### src/hw/swbx_defs.svh
`ifndef SWBX_DEFS_SVH
`define SWBX_DEFS_SVH

// opcodes of the status-word group
`define SWBX_OP_PRESET_UPPER 8'h76
`define SWBX_OP_PRESET_LOWER 8'h77
`define SWBX_OP_CLEAR_UPPER 8'h74
`define SWBX_OP_CLEAR_LOWER 8'h75
`define SWBX_OP_TEST_UPPER 8'hb4
`define SWBX_OP_TEST_LOWER 8'hb5

// conditional branches: upper six opcode bits, low two bits are the v field
`define SWBX_OP6_TRUE_REL 6'h06
`define SWBX_OP6_TRUE_ABS 6'h07
`define SWBX_OP6_FALSE_REL 6'h26
`define SWBX_OP6_FALSE_ABS 6'h27
`define SWBX_V_ALWAYS 2'h3

// status bit layout
`define SWBX_UPPER_WRITABLE 8'he7
`define SWBX_CC_HI 7
`define SWBX_CC_LO 6
`define SWBX_CC_ALL_ONES 2'h0
`define SWBX_CC_NOT_ALL 2'h2
`define SWBX_UPPER_RST 8'h00
`define SWBX_LOWER_RST 8'h00

// operand byte fields
`define SWBX_IND_BIT 7
`define SWBX_DISP_SIGN 6
`define SWBX_LEN_REL 13'h0002
`define SWBX_LEN_ABS 13'h0003
`define SWBX_ADDR_ONE 13'h0001

// schedule: three machine cycles of three clock periods each
`define SWBX_CLK_PER_CYCLE 3
`define SWBX_INSTR_CYCLES 3
`define SWBX_LAST_EDGE (`SWBX_CLK_PER_CYCLE * `SWBX_INSTR_CYCLES - 1)
`define SWBX_E_FETCH2 4'h1
`define SWBX_E_CAP1 4'h2
`define SWBX_E_CAP2 4'h3
`define SWBX_E_IND_HI 4'h4
`define SWBX_E_IND_LO 4'h5
`define SWBX_E_CAP_HI 4'h6
`define SWBX_E_RESOLVE 4'h7
`define SWBX_CNT_FIRST 4'h1
`define SWBX_CNT_ZERO 4'h0

`endif

### src/hw/swbx_pkg.sv
package swbx_pkg;

   typedef enum logic {
      swbx_idle,
      swbx_run
   } swbx_state_type;

   typedef struct packed {
      logic [7:0] upper;
      logic [7:0] lower;
   } swbx_status_type;

   typedef struct packed {
      logic rd;
      logic [14:0] addr;
   } swbx_mem_req_type;

endpackage

### src/hw/swbx_exec.sv
`timescale 1ns/1ns
`default_nettype none
`include "swbx_defs.svh"

module swbx_exec
   import swbx_pkg::*;
(
   input wire logic clk,
   input wire logic nrst,
   input wire logic start,
   input wire logic [7:0] opcode,
   input wire logic [14:0] opcode_addr,
   input wire logic [7:0] mem_rdata,
   input wire logic [7:0] index_value,
   input wire logic status_wr,
   input wire swbx_status_type status_in,
   output var logic busy_r,
   output var logic done_r,
   output var logic refused_r,
   output var swbx_mem_req_type mem_req_r,
   output var logic iar_load_r,
   output var logic [14:0] iar_r,
   output var swbx_status_type status_r
);

   ////////////////////////////////////////////////////////////////////////////
   // helpers

   // add within the current 8 KB page, page bits unchanged
   function automatic logic [14:0] page_add(input logic [14:0] base, input logic [12:0] off);
      logic [12:0] low;
      low = base[12:0] + off;
      return {base[14:13], low};
   endfunction

   // seven-bit signed displacement widened to page width
   function automatic logic [12:0] sext_disp(input logic [7:0] b);
      return {{6{b[`SWBX_DISP_SIGN]}}, b[6:0]};
   endfunction

   // status-word group opcode
   function automatic logic psw_op(input logic [7:0] op);
      return (op == `SWBX_OP_PRESET_UPPER) || (op == `SWBX_OP_PRESET_LOWER) ||
             (op == `SWBX_OP_CLEAR_UPPER) || (op == `SWBX_OP_CLEAR_LOWER) ||
             (op == `SWBX_OP_TEST_UPPER) || (op == `SWBX_OP_TEST_LOWER);
   endfunction

   // conditional branch group opcode, any v field
   function automatic logic branch_op(input logic [7:0] op);
      return (op[7:2] == `SWBX_OP6_TRUE_REL) || (op[7:2] == `SWBX_OP6_TRUE_ABS) ||
             (op[7:2] == `SWBX_OP6_FALSE_REL) || (op[7:2] == `SWBX_OP6_FALSE_ABS);
   endfunction

   ////////////////////////////////////////////////////////////////////////////
   // state

   swbx_state_type state_r;
   swbx_state_type state_nxt;
   logic [3:0] cnt_r;
   logic [3:0] cnt_nxt;
   logic [7:0] op_r;
   logic [14:0] base_r;
   logic [7:0] byte1_r;
   logic [7:0] byte2_r;
   logic [7:0] ind_hi_r;
   logic [14:0] tgt_r;
   logic take_r;

   ////////////////////////////////////////////////////////////////////////////
   // decode

   wire [5:0] op6 = op_r[7:2];
   wire [1:0] vfield = op_r[1:0];
   wire is_preset_u = (op_r == `SWBX_OP_PRESET_UPPER);
   wire is_preset_l = (op_r == `SWBX_OP_PRESET_LOWER);
   wire is_clear_u = (op_r == `SWBX_OP_CLEAR_UPPER);
   wire is_clear_l = (op_r == `SWBX_OP_CLEAR_LOWER);
   wire is_test_u = (op_r == `SWBX_OP_TEST_UPPER);
   wire is_test_l = (op_r == `SWBX_OP_TEST_LOWER);
   wire is_true_rel = (op6 == `SWBX_OP6_TRUE_REL);
   wire is_true_abs = (op6 == `SWBX_OP6_TRUE_ABS);
   wire v_always = (vfield == `SWBX_V_ALWAYS);
   wire is_false_rel = (op6 == `SWBX_OP6_FALSE_REL) && !v_always;
   wire is_false_abs = (op6 == `SWBX_OP6_FALSE_ABS) && !v_always;
   wire is_zero_rel = (op6 == `SWBX_OP6_FALSE_REL) && v_always;
   wire is_index_abs = (op6 == `SWBX_OP6_FALSE_ABS) && v_always;
   wire is_abs = is_true_abs || is_false_abs || is_index_abs;
   wire is_rel = is_true_rel || is_false_rel || is_zero_rel;
   wire is_branch = is_abs || is_rel;

   // same decode applied to the incoming opcode, for acceptance only
   wire in_psw = psw_op(opcode);
   wire in_br = branch_op(opcode);
   wire accept = (state_r == swbx_idle) && start && (in_psw || in_br);
   wire reject = start && !accept;

   ////////////////////////////////////////////////////////////////////////////
   // status word arithmetic

   wire [1:0] cc = status_r.lower[`SWBX_CC_HI:`SWBX_CC_LO];
   wire [7:0] mask = byte1_r;
   wire [7:0] upper_mask = mask & `SWBX_UPPER_WRITABLE;
   wire [7:0] upper_set = status_r.upper | upper_mask;
   wire [7:0] upper_clr = status_r.upper & ~upper_mask;
   wire [7:0] lower_set = status_r.lower | mask;
   wire [7:0] lower_clr = status_r.lower & ~mask;
   // upper bits four and three read as zero, so they take part as zeros
   wire [7:0] upper_seen = status_r.upper & `SWBX_UPPER_WRITABLE;
   wire test_src_ok = is_test_u ? ((upper_seen & mask) == mask)
                                : ((status_r.lower & mask) == mask);
   wire [1:0] test_cc = test_src_ok ? `SWBX_CC_ALL_ONES : `SWBX_CC_NOT_ALL;

   ////////////////////////////////////////////////////////////////////////////
   // branch condition and addresses

   wire cc_match = (vfield == cc) || v_always;
   wire take_now = ((is_true_rel || is_true_abs) && cc_match) ||
                   ((is_false_rel || is_false_abs) && (vfield != cc)) ||
                   is_zero_rel || is_index_abs;

   wire [12:0] disp = sext_disp(byte1_r);
   wire [14:0] rel_ea = page_add(base_r, `SWBX_LEN_REL + disp);
   wire [14:0] zero_ea = {2'b00, disp};
   // absolute operand from both captured bytes; memory data is stale by the pointer fetch
   wire [14:0] abs_ea = {byte1_r[6:0], byte2_r};
   wire [14:0] direct_ea = is_zero_rel ? zero_ea : rel_ea;
   wire indirect = byte1_r[`SWBX_IND_BIT];
   wire [14:0] pointer_ea = is_abs ? abs_ea : direct_ea;
   wire [14:0] fetched_ea = {ind_hi_r[6:0], mem_rdata};
   wire [14:0] plain_ea = is_abs ? {byte1_r[6:0], byte2_r} : direct_ea;
   wire [14:0] pre_index = indirect ? fetched_ea : plain_ea;
   // index applied after any indirection
   wire [14:0] final_ea = is_index_abs ? page_add(pre_index, {5'h00, index_value}) : pre_index;
   wire [12:0] len = is_abs ? `SWBX_LEN_ABS : `SWBX_LEN_REL;
   wire [14:0] fall_addr = page_add(base_r, len);
   wire [14:0] ptr_lo_addr = page_add(mem_req_r.addr, `SWBX_ADDR_ONE);

   ////////////////////////////////////////////////////////////////////////////
   // schedule

   wire last_edge = (cnt_r == 4'(`SWBX_LAST_EDGE));
   wire issue_byte2 = (state_r == swbx_run) && (cnt_r == `SWBX_E_FETCH2) && is_abs;
   wire cap1 = (state_r == swbx_run) && (cnt_r == `SWBX_E_CAP1);
   wire cap2 = (state_r == swbx_run) && (cnt_r == `SWBX_E_CAP2);
   wire issue_hi = (state_r == swbx_run) && (cnt_r == `SWBX_E_IND_HI) && is_branch && indirect;
   wire issue_lo = (state_r == swbx_run) && (cnt_r == `SWBX_E_IND_LO) && is_branch && indirect;
   wire cap_hi = (state_r == swbx_run) && (cnt_r == `SWBX_E_CAP_HI);
   wire resolve = (state_r == swbx_run) && (cnt_r == `SWBX_E_RESOLVE);
   wire finish = (state_r == swbx_run) && last_edge;

   always_comb begin
      state_nxt = state_r;
      cnt_nxt = cnt_r;
      case (state_r)
         swbx_idle: begin
            if (accept) begin
               state_nxt = swbx_run;
               cnt_nxt = `SWBX_CNT_FIRST;
            end
         end
         swbx_run: begin
            if (last_edge) begin
               state_nxt = swbx_idle;
               cnt_nxt = `SWBX_CNT_ZERO;
            end else begin
               cnt_nxt = cnt_r + `SWBX_CNT_FIRST;
            end
         end
         default: begin
            state_nxt = swbx_idle;
            cnt_nxt = `SWBX_CNT_ZERO;
         end
      endcase
   end

   // memory request for the next operand byte or indirect pointer byte
   swbx_mem_req_type req_nxt;
   wire [14:0] byte1_addr = page_add(opcode_addr, `SWBX_ADDR_ONE);
   wire [14:0] byte2_addr = page_add(base_r, `SWBX_LEN_REL);
   assign req_nxt.rd = accept || issue_byte2 || issue_hi || issue_lo;
   assign req_nxt.addr = accept ? byte1_addr :
                         issue_byte2 ? byte2_addr :
                         issue_hi ? pointer_ea :
                         issue_lo ? ptr_lo_addr : mem_req_r.addr;

   // status word next value
   swbx_status_type status_nxt;
   wire [7:0] lower_test = {test_cc, status_r.lower[5:0]};
   assign status_nxt.upper = !finish ? (status_wr ? (status_in.upper & `SWBX_UPPER_WRITABLE)
                                                  : status_r.upper) :
                             is_preset_u ? upper_set :
                             is_clear_u ? upper_clr : status_r.upper;
   assign status_nxt.lower = !finish ? (status_wr ? status_in.lower : status_r.lower) :
                             is_preset_l ? lower_set :
                             is_clear_l ? lower_clr :
                             (is_test_u || is_test_l) ? lower_test : status_r.lower;

   wire [14:0] iar_nxt = take_r ? tgt_r : fall_addr;

   ////////////////////////////////////////////////////////////////////////////
   // registers

   always_ff @(posedge clk or negedge nrst) begin
      if (!nrst) begin
         state_r <= swbx_idle;
      end else begin
         state_r <= state_nxt;
      end
   end

   always_ff @(posedge clk or negedge nrst) begin
      if (!nrst) begin
         cnt_r <= `SWBX_CNT_ZERO;
      end else begin
         cnt_r <= cnt_nxt;
      end
   end

   always_ff @(posedge clk or negedge nrst) begin
      if (!nrst) begin
         op_r <= 8'h00;
      end else if (accept) begin
         op_r <= opcode;
      end
   end

   always_ff @(posedge clk or negedge nrst) begin
      if (!nrst) begin
         base_r <= 15'h0000;
      end else if (accept) begin
         base_r <= opcode_addr;
      end
   end

   always_ff @(posedge clk or negedge nrst) begin
      if (!nrst) begin
         byte1_r <= 8'h00;
      end else begin
         byte1_r <= cap1 ? mem_rdata : byte1_r;
      end
   end

   always_ff @(posedge clk or negedge nrst) begin
      if (!nrst) begin
         byte2_r <= 8'h00;
      end else begin
         byte2_r <= (cap2 && is_abs) ? mem_rdata : byte2_r;
      end
   end

   always_ff @(posedge clk or negedge nrst) begin
      if (!nrst) begin
         ind_hi_r <= 8'h00;
      end else begin
         ind_hi_r <= (cap_hi && indirect) ? mem_rdata : ind_hi_r;
      end
   end

   always_ff @(posedge clk or negedge nrst) begin
      if (!nrst) begin
         tgt_r <= 15'h0000;
      end else if (resolve) begin
         tgt_r <= final_ea;
      end
   end

   always_ff @(posedge clk or negedge nrst) begin
      if (!nrst) begin
         take_r <= 1'b0;
      end else if (resolve) begin
         take_r <= is_branch && take_now;
      end
   end

   always_ff @(posedge clk or negedge nrst) begin
      if (!nrst) begin
         mem_req_r <= '0;
      end else begin
         mem_req_r <= req_nxt;
      end
   end

   always_ff @(posedge clk or negedge nrst) begin
      if (!nrst) begin
         status_r.upper <= `SWBX_UPPER_RST;
         status_r.lower <= `SWBX_LOWER_RST;
      end else begin
         status_r <= status_nxt;
      end
   end

   always_ff @(posedge clk or negedge nrst) begin
      if (!nrst) begin
         busy_r <= 1'b0;
      end else begin
         busy_r <= (state_nxt == swbx_run);
      end
   end

   always_ff @(posedge clk or negedge nrst) begin
      if (!nrst) begin
         done_r <= 1'b0;
      end else begin
         done_r <= finish;
      end
   end

   always_ff @(posedge clk or negedge nrst) begin
      if (!nrst) begin
         refused_r <= 1'b0;
      end else begin
         refused_r <= reject;
      end
   end

   always_ff @(posedge clk or negedge nrst) begin
      if (!nrst) begin
         iar_load_r <= 1'b0;
      end else begin
         iar_load_r <= finish && is_branch;
      end
   end

   always_ff @(posedge clk or negedge nrst) begin
      if (!nrst) begin
         iar_r <= 15'h0000;
      end else begin
         iar_r <= (finish && is_branch) ? iar_nxt : iar_r;
      end
   end

endmodule
`default_nettype wire

### config.mk
export PLATFORM = sky130hd
export DESIGN_NAME = swbx_exec
export DESIGN_NICKNAME = d
export VERILOG_FILES = /design/src/hw/swbx_pkg.sv /design/src/hw/swbx_exec.sv
export VERILOG_INCLUDE_DIRS = /design/src /design/src/hw
export SDC_FILE = /design/constraint.sdc
export NUM_CORES = 1
export LEC_CHECK = 0
export BUFFER_PORTS_ARGS = -buffer_cell sky130_fd_sc_hd__buf_2
export CORE_AREA = 2 2 125 127
export CTS_CLUSTER_DIAMETER = 200
export DETAILED_ROUTE_END_ITERATION = 8
export DIE_AREA = 0 0 127 129
export PLACE_DENSITY_LB_ADDON = 0.25
export SLEW_MARGIN = 20
export SYNTH_ARGS = -nofsm -noshare
export SYNTH_HDL_FRONTEND = slang
export SYNTH_SLANG_ARGS = --single-unit
### constraint.sdc
create_clock -name clk -period 3.8 [get_ports clk]
set_input_delay 0.38 -clock clk [delete_from_list [all_inputs] [get_ports clk]]
set_output_delay 0.38 -clock clk [all_outputs]
set_load 0.02 [all_outputs]
==> impl_metrics.ini <==
[floorplan]
die_w_um = 127
ioPinCount = 110
dieArea_um2 = 16400
row_count = 45
start_util_pct = 52.5
die_h_um = 129
core-area_um2 = 15000

[setup_path]
timing_worst_setup_path_type = reg -> reg
required_ns = 4.09
crit_path_max_fanout = 4
cp_data_arrival_time_ns = 4.21
cp-start-kind = flip-flop
cp-endpoint = tgt_r[12]
end_kind = flip-flop
reg2reg_depth = 16
r2r-start = byte1_r[1]
reg2reg_slack_ns = -0.11
reg2reg_to = tgt_r[12]
crit_start = byte1_r[1]

[logic_synthesis]
yosys-top-cells-area = dfrtp_1, nand2_1, ha_1
synthFlopType = dfrtp_1
ys_seq_elements = 115
yosys_warnings = 0
synth_top_area_cell = dfrtp_1
synth_edf_count = 0
synth_top_area_share_pct = 36.6
synth_cells = 928
avgSynthCellArea_um2 = 8.47
ys_types = 79
synth-seq-area-share_pct = 36.6
yosys-top-cells-count = nand2_1, dfrtp_1, o21ai_0
synth.cell_area_um2 = 7860
yosysMostFrequentCell = nand2_1
synthArstFlopShare_pct = 100

[global_route]
grt_usage_pct = 29.2
grt_pass1_wl_um = 37100
overflow = 0
grt_pass1_vias = 7051
antenna_found_initial = 0
grt_max_degree = 62

[final_layout]
area_growth_pct = 25.9
insertedDiodeCount = 0
fin_util_pct = 66.1
layout-drive-gt1-share_pct = 26.4
fin_nets = 1192

[clock_tree]
clk_pin_slew_ns = 0.05
holdBufCountCts = 0
numCtsBuffers = 17
cts-root-buf = clkbuf_16
clkLatencyLatePin_ns = 0.42
htreeDepth = 4
cts_tree = done
cts.sinks = 115
cts_buffer_depth = 2

[power]
power_density_nw_per_um2 = 1070
ir_worst_vdd_mv = 0.449
p_total_uw = 10600
leakage_uw = 0.00466

[sta]
worst_pin_slew_ns = 1.04
grt_setup_unrepaired = yes
setup-violations-final = 2
skew_ns = 0.00917
drv_slew = 0
slew_headroom_pct = 30.9
finalSetupTns_ns = -0.188
min_period_ns = 3.91
layout_setup_ws_ns = -0.113
final-hold-violation-count = 0
max_freq_ghz = 0.256
fin_crit_sh_pct = 103

[route]
avgRoutedWirePerCell_um = 18.2
remaining_drc_errors = 0
drt-pass1-iter-count = 6
dr.first_iter.drc_count = 626
via_per_inst = 5.88
vias = 7628
drt_wl_total_um = 23600
drtAntennaViolNets = 0

[place]
place_hpwl_um = 17300
portBuffers = 105
routabilityCongestion = 0.935

[outcome]
failed_checks = negative setup slack
status = finished with violations

[worst_hold_path]
hold_class = in -> async

[run]
maxCapViolations = 0
-- cells by family after synthesis --
logic type,share of synthesized area (%)
xor gates and xnor gates,6.80
DFF,36.6
muxes,5.09
adders and majority gates,5.92
and+or+nand+nor,20.2
buffers and inverters,4.00
AOI/OAI and AO/OA,21.4
other,0.0477
-- state kept, by name, summed over array words and instances (netlist names) --
name / cells
take_r: 1
busy_r: 1
refused_r: 1
mem_req_r: 16
base_r: 15
status_r: 14
done_r: 1
byte1_r: 8
iar_load_r: 1
iar_r: 15
byte2_r: 8
ind_hi_r: 7
op_r: 8
tgt_r: 15
cnt_r: 4
-- metrics by stage --
stage          area (µm²)  worst slack [ns]  instances  hold slack, ns
5_1_grt              9900            -0.287       1298          0.0700
3_3_place_gp         9020            -0.183       1247           0.457
4_1_cts              9820            -0.109       1293          0.0482
2_1_floorplan        7880            0.0109        929          0.0844
3_5_place_dp         9020            -0.273       1247           0.466
6_report             9900            -0.113       1298          0.0222
-- critical path: stages (launching register included) --
cell and delay (ns):
dfrtp_1 0.41, ha_2 0.20, xor2_1 0.14, ha_1 0.32, and3_1 0.20, a2111o_1 0.41, xor2_1 0.16, nand2_1 0.07
a31oi_2 0.09, mux2_4 0.30, ha_4 0.28, o21a_1 0.17, o21ai_2 0.10, a2111o_1 0.39, nor4_2 0.31, xor2_1 0.17
o21ai_1 0.07
-- power by group --
group	total [µW]	switching [µW]	internal, µW
clock	1790	582	1210
combinational	6570	3470	3100
sequential	2280	561	1720
total	10600	4610	6030
-- metal layers --
layer	vias to the layer above	share of wire (%)	global-route usage, %
li1	3655	-	-
met1	3659	42	37.2
met2	265	49	49.7
met3	49	5.4	4.99
met4	0	3.2	12.2
met5	-	0	0
-- layout make-up --
class | instances | area [µm²]
multi-input cells | 734 | 4760
fillers | 1294 | 5080
repair buffers | 201 | 1270
clock buffers | 21 | 470
well taps | 188 | 235
clock inverters | 11 | 180
inverters | 28 | 105
flip-flops and latches | 115 | 2880
-- cells in the final DEF, fill, tap and decap left out, types with 9 or more instances in the layout --
master     netlist  routed
nand2_1        160     160
dfrtp_1        115     115
buf_2            5     104
buf_4            2      93
o21ai_0         82      73
nor2_1          68      68
a21oi_1         53      51
xor2_1          36      36
ha_1            34      31
inv_1           26      26
xnor2_1         25      24
mux2_2          24      23
nand3_1         23      23
clkbuf_16        0      17
nor3_1          13      13
mux2i_1         13      13
o31ai_1         12      12
nand4_1         12      12
o22ai_1         11      11
a221oi_1        10      10
a211oi_1        10       9
a31oi_1         10       9
-- worst min path at each step --
stage	end	slack (ns)
final	tgt_r[1]	0.02
after floorplan	base_r[0]	0.08
after global routing	tgt_r[0]	0.07
after CTS	tgt_r[0]	0.05
after global placement	iar_r[12]	0.46
after detailed placement	iar_r[9]	0.47
-- timing repair --
action | in CTS | in global routing
gates resized for setup | 15 | 13
setup endpoints to repair | 4 | 7
pin swaps | 10 | 19
setup buffers | 14 | 5
No activity file was read; power rests on OpenSTA's default activity.
